--- config.mk ---
export PLATFORM = sky130hd
export DESIGN_NAME = prom_host_ctrl
export DESIGN_NICKNAME = d
export VERILOG_FILES = /design/src/rtl/prom_delay_timer.v /design/src/rtl/prom_host_ctrl.v
export VERILOG_INCLUDE_DIRS = /design/src /design/src/rtl
export SDC_FILE = /design/constraint.sdc
export NUM_CORES = 1
export LEC_CHECK = 0
export BUFFER_PORTS_ARGS = -buffer_cell sky130_fd_sc_hd__clkbuf_2
export CAP_MARGIN = 30
export CORE_ASPECT_RATIO = 1.4
export CORE_MARGIN = 5
export CORE_UTILIZATION = 40
export DETAILED_ROUTE_END_ITERATION = 10
export GPL_ROUTABILITY_DRIVEN = 1
export PLACE_DENSITY = 0.63
export SYNTH_ARGS = -nofsm -noshare
export SYNTH_HDL_FRONTEND = slang
export SYNTH_SLANG_ARGS = --single-unit
--- constraint.sdc ---
create_clock -name clock_i -period 3.3 [get_ports clock_i]
set_clock_uncertainty 0.15 [all_clocks]
set_input_delay 0 -clock clock_i [delete_from_list [all_inputs] [get_ports clock_i]]
set_output_delay 0 -clock clock_i [all_outputs]
set_load 0.005 [all_outputs]
--- src/rtl/prom_ctrl_regs.vh ---
// constants for the fuse prom host controller
`ifndef PROM_CTRL_REGS_VH
`define PROM_CTRL_REGS_VH
`define ADDR_W            10
`define DATA_W            8
`define WORDS             1024
`define CLK_PERIOD_PS     25000
`define PULSE_WIDTH_NS    7500
`define PULSE_CYC         ((`PULSE_WIDTH_NS * 1000) / `CLK_PERIOD_PS)
// sense delay plus this window must stay under 30 percent of a pulse period
`define PULSE_GAP_NS      2000
`define GAP_CYC           ((`PULSE_GAP_NS * 1000 + `CLK_PERIOD_PS - 1) / `CLK_PERIOD_PS)
`define SENSE_DLY_NS      700
`define SENSE_DLY_CYC     ((`SENSE_DLY_NS * 1000 + `CLK_PERIOD_PS - 1) / `CLK_PERIOD_PS)
`define SENSE_OFF_NS      10000
`define SENSE_OFF_CYC     ((`SENSE_OFF_NS * 1000 + `CLK_PERIOD_PS - 1) / `CLK_PERIOD_PS)
`define READ_ACC_NS       100
`define READ_ACC_CYC      ((`READ_ACC_NS * 1000 + `CLK_PERIOD_PS - 1) / `CLK_PERIOD_PS)
`define EXTRA_PULSES      4
`define MAX_PULSES        100
`define CNT_W             10
`define PCNT_W            7
`endif

--- src/rtl/prom_delay_timer.v ---
// reloadable down counter that pulses done once when it expires
`timescale 1ns/1ps
`default_nettype none
module prom_delay_timer #(
  parameter W = 10
) (
  input  wire         clock_i,
  input  wire         rst_n_i,
  input  wire         load_i,
  input  wire [W-1:0] count_i,
  output reg          done_o
);
  reg [W-1:0] cnt_q;
  reg         run_q;
  always @(posedge clock_i or negedge rst_n_i) begin
    if (!rst_n_i) begin
      cnt_q  <= {W{1'b0}};
      run_q  <= 1'b0;
      done_o <= 1'b0;
    end else begin
      done_o <= 1'b0;
      if (load_i) begin
        cnt_q <= count_i;
        run_q <= 1'b1;
      end else if (run_q) begin
        if (cnt_q <= {{(W-1){1'b0}}, 1'b1}) begin
          run_q  <= 1'b0;
          done_o <= 1'b1;
        end else begin
          cnt_q <= cnt_q - {{(W-1){1'b0}}, 1'b1};
        end
      end
    end
  end
endmodule // prom_delay_timer
`default_nettype wire

--- src/rtl/prom_host_ctrl.v ---
// host controller that reads and programs a 1024x8 fuse prom through its pins
`timescale 1ns/1ps
`default_nettype none
`include "prom_ctrl_regs.vh"

// Functional notes
// - ten address lines select the word to read or program
// - the same address lines serve reads and programming
// - deselect the device before any programming pulse
// - pulse train goes to the chosen bit's output with word addressed
// - after the bit senses one, give exactly four more pulses, then stop
// - wait at least 0.7 us after each pulse before sensing
// - sense current off 10 us before and after address changes
// - pulse lasts 7.5 us; duty cycle at least 70 percent
// - at most 100 pulses per bit; unverified bit is failed
module prom_host_ctrl (
  // clock and reset
  input  wire                 clock_i,
  input  wire                 resetn_i,
  // user command port
  input  wire                 read_req_i,
  input  wire                 prog_req_i,
  input  wire [`ADDR_W-1:0]   addr_i,
  input  wire [2:0]           bit_sel_i,
  output reg                  busy_o,
  output reg                  done_o,
  output reg                  fail_o,
  output reg  [`DATA_W-1:0]   rdata_o,
  // prom pins
  output reg  [`ADDR_W-1:0]   prom_addr_o,
  output reg                  select_low_a_n_o,
  output reg                  select_low_b_n_o,
  output reg                  select_high_a_o,
  output reg                  select_high_b_o,
  input  wire [`DATA_W-1:0]   prom_data_i,
  // programming driver controls, one pin at a time
  output reg  [`DATA_W-1:0]   pulse_en_o,
  output reg  [`DATA_W-1:0]   sense_en_o
);
  localparam [7:0] S_IDLE  = 8'h01;
  localparam [7:0] S_READ  = 8'h02;
  localparam [7:0] S_PRE   = 8'h04;
  localparam [7:0] S_PULSE = 8'h08;
  localparam [7:0] S_SDLY  = 8'h10;
  localparam [7:0] S_GAP   = 8'h20;
  localparam [7:0] S_POST  = 8'h40;
  localparam [7:0] S_EXTRA = 8'h80;

  localparam integer       P_PULSE = `PULSE_CYC;
  localparam integer       P_GAP   = `GAP_CYC;
  localparam integer       P_SDLY  = `SENSE_DLY_CYC;
  localparam integer       P_OFF   = `SENSE_OFF_CYC;
  localparam integer       P_READ  = `READ_ACC_CYC;
  localparam integer       P_MAX   = `MAX_PULSES;
  localparam integer       P_EXTRA = `EXTRA_PULSES;
  // counts are cut to their counter widths on purpose; every value fits
  localparam [`CNT_W-1:0]  C_PULSE = P_PULSE[`CNT_W-1:0];
  localparam [`CNT_W-1:0]  C_GAP   = P_GAP[`CNT_W-1:0];
  localparam [`CNT_W-1:0]  C_SDLY  = P_SDLY[`CNT_W-1:0];
  localparam [`CNT_W-1:0]  C_OFF   = P_OFF[`CNT_W-1:0];
  localparam [`CNT_W-1:0]  C_READ  = P_READ[`CNT_W-1:0];
  localparam [`PCNT_W-1:0] C_MAX   = P_MAX[`PCNT_W-1:0];
  localparam [2:0]         C_EXTRA = P_EXTRA[2:0];

  reg                rst_s1_q;
  reg                rst_n_q;
  reg  [7:0]         state_q;
  reg  [`PCNT_W-1:0] pcnt_q;
  reg  [2:0]         xcnt_q;
  reg  [2:0]         bit_q;
  reg  [`DATA_W-1:0] onehot_q;
  reg                tload_q;
  reg  [`CNT_W-1:0]  tval_q;
  reg                verified_q;
  wire               tdone;

  always @(posedge clock_i or negedge resetn_i) begin
    if (!resetn_i) begin
      rst_s1_q <= 1'b0;
      rst_n_q  <= 1'b0;
    end else begin
      rst_s1_q <= 1'b1;
      rst_n_q  <= rst_s1_q;
    end
  end

  prom_delay_timer #(.W(`CNT_W)) u_timer (
    .clock_i (clock_i),
    .rst_n_i (rst_n_q),
    .load_i  (tload_q),
    .count_i (tval_q),
    .done_o  (tdone)
  );

  always @(posedge clock_i or negedge rst_n_q) begin
    if (!rst_n_q) begin
      state_q          <= S_IDLE;
      pcnt_q           <= {`PCNT_W{1'b0}};
      xcnt_q           <= 3'h0;
      bit_q            <= 3'h0;
      onehot_q         <= 8'h00;
      tload_q          <= 1'b0;
      tval_q           <= {`CNT_W{1'b0}};
      verified_q       <= 1'b0;
      busy_o           <= 1'b0;
      done_o           <= 1'b0;
      fail_o           <= 1'b0;
      rdata_o          <= 8'h00;
      prom_addr_o      <= {`ADDR_W{1'b0}};
      select_low_a_n_o <= 1'b1;
      select_low_b_n_o <= 1'b1;
      select_high_a_o  <= 1'b0;
      select_high_b_o  <= 1'b0;
      pulse_en_o       <= 8'h00;
      sense_en_o       <= 8'h00;
    end else begin
      tload_q <= 1'b0;
      done_o  <= 1'b0;
      case (state_q)
        S_IDLE: begin
          busy_o <= 1'b0;
          if (read_req_i) begin
            // address and enables held until sampling
            prom_addr_o      <= addr_i;
            select_low_a_n_o <= 1'b0;
            select_low_b_n_o <= 1'b0;
            select_high_a_o  <= 1'b1;
            select_high_b_o  <= 1'b1;
            tval_q           <= C_READ;
            tload_q          <= 1'b1;
            busy_o           <= 1'b1;
            state_q          <= S_READ;
          end else if (prog_req_i) begin
            // deselected throughout programming
            prom_addr_o      <= addr_i;
            select_low_a_n_o <= 1'b1;
            select_high_a_o  <= 1'b0;
            bit_q            <= bit_sel_i;
            onehot_q         <= 8'h01 << bit_sel_i;
            pcnt_q           <= {`PCNT_W{1'b0}};
            xcnt_q           <= 3'h0;
            verified_q       <= 1'b0;
            fail_o           <= 1'b0;
            sense_en_o       <= 8'h00;
            tval_q           <= C_OFF;
            tload_q          <= 1'b1;
            busy_o           <= 1'b1;
            state_q          <= S_PRE;
          end
        end
        S_READ: begin
          if (tdone) begin
            rdata_o          <= prom_data_i;
            select_low_a_n_o <= 1'b1;
            select_low_b_n_o <= 1'b1;
            select_high_a_o  <= 1'b0;
            select_high_b_o  <= 1'b0;
            done_o           <= 1'b1;
            busy_o           <= 1'b0;
            state_q          <= S_IDLE;
          end
        end
        S_PRE: begin
          if (tdone) begin
            pulse_en_o <= onehot_q;
            pcnt_q     <= pcnt_q + 7'h01;
            tval_q     <= C_PULSE;
            tload_q    <= 1'b1;
            state_q    <= S_PULSE;
          end
        end
        S_PULSE: begin
          if (tdone) begin
            pulse_en_o <= 8'h00;
            tval_q     <= verified_q ? C_GAP : C_SDLY;
            tload_q    <= 1'b1;
            state_q    <= verified_q ? S_EXTRA : S_SDLY;
          end
        end
        S_SDLY: begin
          // sense only after the trailing-edge delay
          if (tdone) begin
            sense_en_o <= onehot_q;
            tval_q     <= C_GAP;
            tload_q    <= 1'b1;
            state_q    <= S_GAP;
          end
        end
        S_GAP: begin
          // the gap keeps the pulse duty cycle legal
          if (tdone) begin
            sense_en_o <= 8'h00;
            if (prom_data_i[bit_q]) begin
              verified_q <= 1'b1;
              pulse_en_o <= onehot_q;
              xcnt_q     <= 3'h1;
              tval_q     <= C_PULSE;
              tload_q    <= 1'b1;
              state_q    <= S_PULSE;
            end else if (pcnt_q >= C_MAX) begin
              fail_o     <= 1'b1;
              tval_q     <= C_OFF;
              tload_q    <= 1'b1;
              state_q    <= S_POST;
            end else begin
              pulse_en_o <= onehot_q;
              pcnt_q     <= pcnt_q + 7'h01;
              tval_q     <= C_PULSE;
              tload_q    <= 1'b1;
              state_q    <= S_PULSE;
            end
          end
        end
        S_EXTRA: begin
          if (tdone) begin
            if (xcnt_q >= C_EXTRA) begin
              tval_q  <= C_OFF;
              tload_q <= 1'b1;
              state_q <= S_POST;
            end else begin
              pulse_en_o <= onehot_q;
              xcnt_q     <= xcnt_q + 3'h1;
              tval_q     <= C_PULSE;
              tload_q    <= 1'b1;
              state_q    <= S_PULSE;
            end
          end
        end
        S_POST: begin
          if (tdone) begin
            done_o  <= 1'b1;
            busy_o  <= 1'b0;
            state_q <= S_IDLE;
          end
        end
        default: state_q <= S_IDLE;
      endcase
    end
  end
endmodule // prom_host_ctrl
`default_nettype wire

==> metrics.md <==
| Metric | Value |
|---|---|
| Final setup fails | `0` |
| DR pass1 iterations | `4` |
| Die H | `135 um` |
| Max-cap violations | `0` |
| Ys flop type | `dfrtp_1` |
| Placed instance area | `4930 sq um` |
| DR DRC count | `0` |
| Max H-tree Level | `3` |
| Yosys warnings | `0` |
| Placeable Area | `10900 sq um` |
| Clock period minus worst slack | `3.07 ns` |
| Comb power frac | `0.330` |
| FF+latch count, synth | `93` |
| Initial DRC count | `206` |
| Placed insts | `637` |
| Diode count | `0` |
| Largest net degree at the start of global routing | `52` |
| I/O pins | `66` |
| Reg power frac | `0.421` |
| Clk Latency, worst-skew pair | `0.34 ns` |
| Rel. slew slack | `0.536` |
| Final #Nets | `565` |
| Clock transition at path regs | `0.07 ns` |
| CTS buffer count | `9` |
| Total die area | `13300 sq um` |
| Root Driver | `clkbuf_16` |
| Hold Path Class | `register to async pin` |
| Critical path type | `register to register` |
| Cell Area, Synth | `4440 sq um` |
| PostCTS Resize Cnt | `0` |
| Post-CTS Setup Repair Bufs | `0` |
| Post-synth EDFFs | `0` |
| # clock sinks | `93` |
| Routed wire length | `10800 um` |
| GRT Resource Usage Total | `0.169` |
| Worst setup SP type | `register` |
| Post-synthesis net count | `477` |
| Fraction of layout cells with a size suffix above 1 | `0.212` |
| Max clock buf depth | `2` |
| Synthesized instance count | `446` |
| Initial Utilization | `0.409` |
| First-pass GRT wire length | `18400 um` |
| Status | `finished clean` |
| Worst R2R Setup Slack | `0.23 ns` |
| Via density | `5.43` |
| Sw frac | `0.353` |
| Syn Area/Cell | `9.96 sq um` |
| Power per cell area | `749 nW/um^2` |
| Measured slew at the worst slew-check pin | `0.688 ns` |
| Worst r2r src | `state_q[2]` |
| P_int | `0.00266 W` |
| Period utilization | `0.930` |
| Per-cell routed wire length | `15.8 um` |
| Fin area | `5490 sq um` |
| Async S/R FF share, synth | `1.00` |
| Routability cong. | `0.849` |
| Core Rows | `45` |
| Area grow syn2layout | `23.6%` |
| I/O Buffers | `65` |
| Final HPWL DP | `7640 um` |
| Fmax | `0.326 GHz` |
| Routed Antenna Nets | `0` |
| Clock power share | `0.249` |
| Grt ovf | `0` |
| Yosys cell types | `60` |
| Worst EP arrival | `3.20 ns` |
| Die span in x | `99.0 um` |
| Crit path capture type | `register` |
| P_sw | `0.00145 W` |
| Vias in the first global route | `3822` |
| CTS tree | `done` |
| Unrepaired setup endpoints after global routing | `no` |
| Sequential share of the synthesized area | `0.525` |
| Total negative slack | `0 ns` |
| Cells on worst reg2reg path | `6` |
| Max Slew Vio Count | `0` |
| Critical R2R Capture | `onehot_q[0]` |
| Initial antenna violation count | `0` |
| Worst Path Max Fanout | `20` |
| Data required, critical path | `3.43 ns` |
| Worst ir drop on vdd | `381 uV` |
| Non-filler instance count after layout | `680` |
| Via count | `3691` |
| Leakage | `2.63 nW` |
| Final hold vios | `0` |
| Pwr Total | `0.00411 W` |
## layer usage
layer	global-route usage	vias up	routed length, um
li1	-	1776	-
met2	0.287	107	5450
met3	0.0289	20	622
met4	0.0797	0	256
met5	0	-	0
met1	0.208	1788	4430
## cell families after synthesis
| group | count (synthesis) | synth area share |
|---|---|---|
| AND/OR/NAND/NOR | 168 | 0.185 |
| other | 1 | 0.000844 |
| buffers and inverters | 40 | 0.0375 |
| XOR/XNOR | 5 | 0.00986 |
| multiplexers | 17 | 0.0504 |
| flip-flops | 93 | 0.525 |
| AO/OA/AOI/OAI | 116 | 0.174 |
| adder cells (fa/ha/maj) | 6 | 0.0169 |
## timing repair
| action | 4_1_cts | 5_1_grt |
|---|---|---|
| hold buffers | 27 | 0 |
| hold endpoints to repair | 37 | 0 |
| endpoints found under the setup margin | 0 | 0 |
## worst max-delay path: stages (launching register included)
cell	delay (ns)
dfrtp_1	0.48
or4_1	0.66
nor2_2	0.18
buf_4	0.18
nand2_1	0.39
o41ai_1	0.37
dlygate4sd3_1	0.59
## flip-flops by register name, summed over array words and instances (netlist names), 8 cells and up
signal / count
state_q: 8
u_timer.cnt_q: 10
prom_addr_o: 10
onehot_q: 8
sense_en_o: 8
pulse_en_o: 8
rdata_o: 8
## cell usage after synthesis, types with 4 or more instances
library cell,instances,area share
dfrtp_1,90,0.51
nand2_1,69,0.058
o21ai_0,41,0.046
nor2_1,33,0.028
a21oi_1,16,0.018
clkbuf_1,16,0.014
inv_1,16,0.014
o31ai_1,15,0.025
mux2_2,13,0.033
nor3_1,11,0.012
a22o_1,10,0.020
nor4_1,9,0.013
or4_1,7,0.012
and3_1,6,0.0085
ha_1,6,0.017
nand3_1,6,0.0068
o21a_1,5,0.0085
a22oi_1,4,0.0068
buf_2,4,0.0045
nand2b_1,4,0.0056
nand4_1,4,0.0056
## power groups by stage
stage	Sequential, W	Combinational, W	Clock, W
3_3_place_gp	0.00173	0.00128	0
3_5_place_dp	0.00174	0.00132	0
4_1_cts	0.00173	0.00137	0.00105
2_1_floorplan	0.00168	0.000941	0
5_1_grt	0.00178	0.00154	0.00109
6_report	0.00173	0.00136	0.00102
## final cells by class
class                           instances  area, sq um
Multi-Input combinational cell        313         1950
Fill cell                             993         5380
Inverter                               16         60.1
Timing Repair Buffer                  101          676
Clock inverter                          4         47.5
Tap cell                              141          176
Sequential cell                        93         2330
Clock buffer                           12          246
## worst max path at each step
stage | startpoint | cells past startpoint | slack, ns | endpoint
global placement | state_q[2] | 5 | 0.73 | state_q[7]
CTS | state_q[2] | 6 | 0.24 | onehot_q[0]
global route | state_q[2] | 6 | 0.04 | onehot_q[0]
finish | state_q[2] | 6 | 0.23 | onehot_q[0]
detailed placement | state_q[6] | 5 | 0.66 | pcnt_q[2]
floorplan | rst_n_q | 0 | 0.37 | bit_q[0]
## cell usage in the layout, fill, tap and decap left out, types with 8 or more instances in the layout
master         Yosys  layout
buf_4              1       8
nor3_1            11      11
a21oi_1           16      16
inv_1             16      16
o31ai_1           15      15
dlygate4sd3_1      0      27
mux2_2            13      13
o21ai_0           41      40
clkbuf_16          0       9
dfrtp_1           90      89
nor2_1            33      33
nor4_1             9       8
a22o_1            10      10
nand2_1           69      69
clkbuf_2           0      65
## per-stage QoR
stage	utilization	hold slack, ns	worst slack, ns
detailed placement	0.453	-0.363	0.657
CTS	0.505	0.192	0.243
finish	0.505	0.161	0.232
floorplan	-	-0.446	0.373
global route	0.505	0.224	0.0435
global placement	0.453	-0.364	0.728
Power figures use the tool's default switching activity.
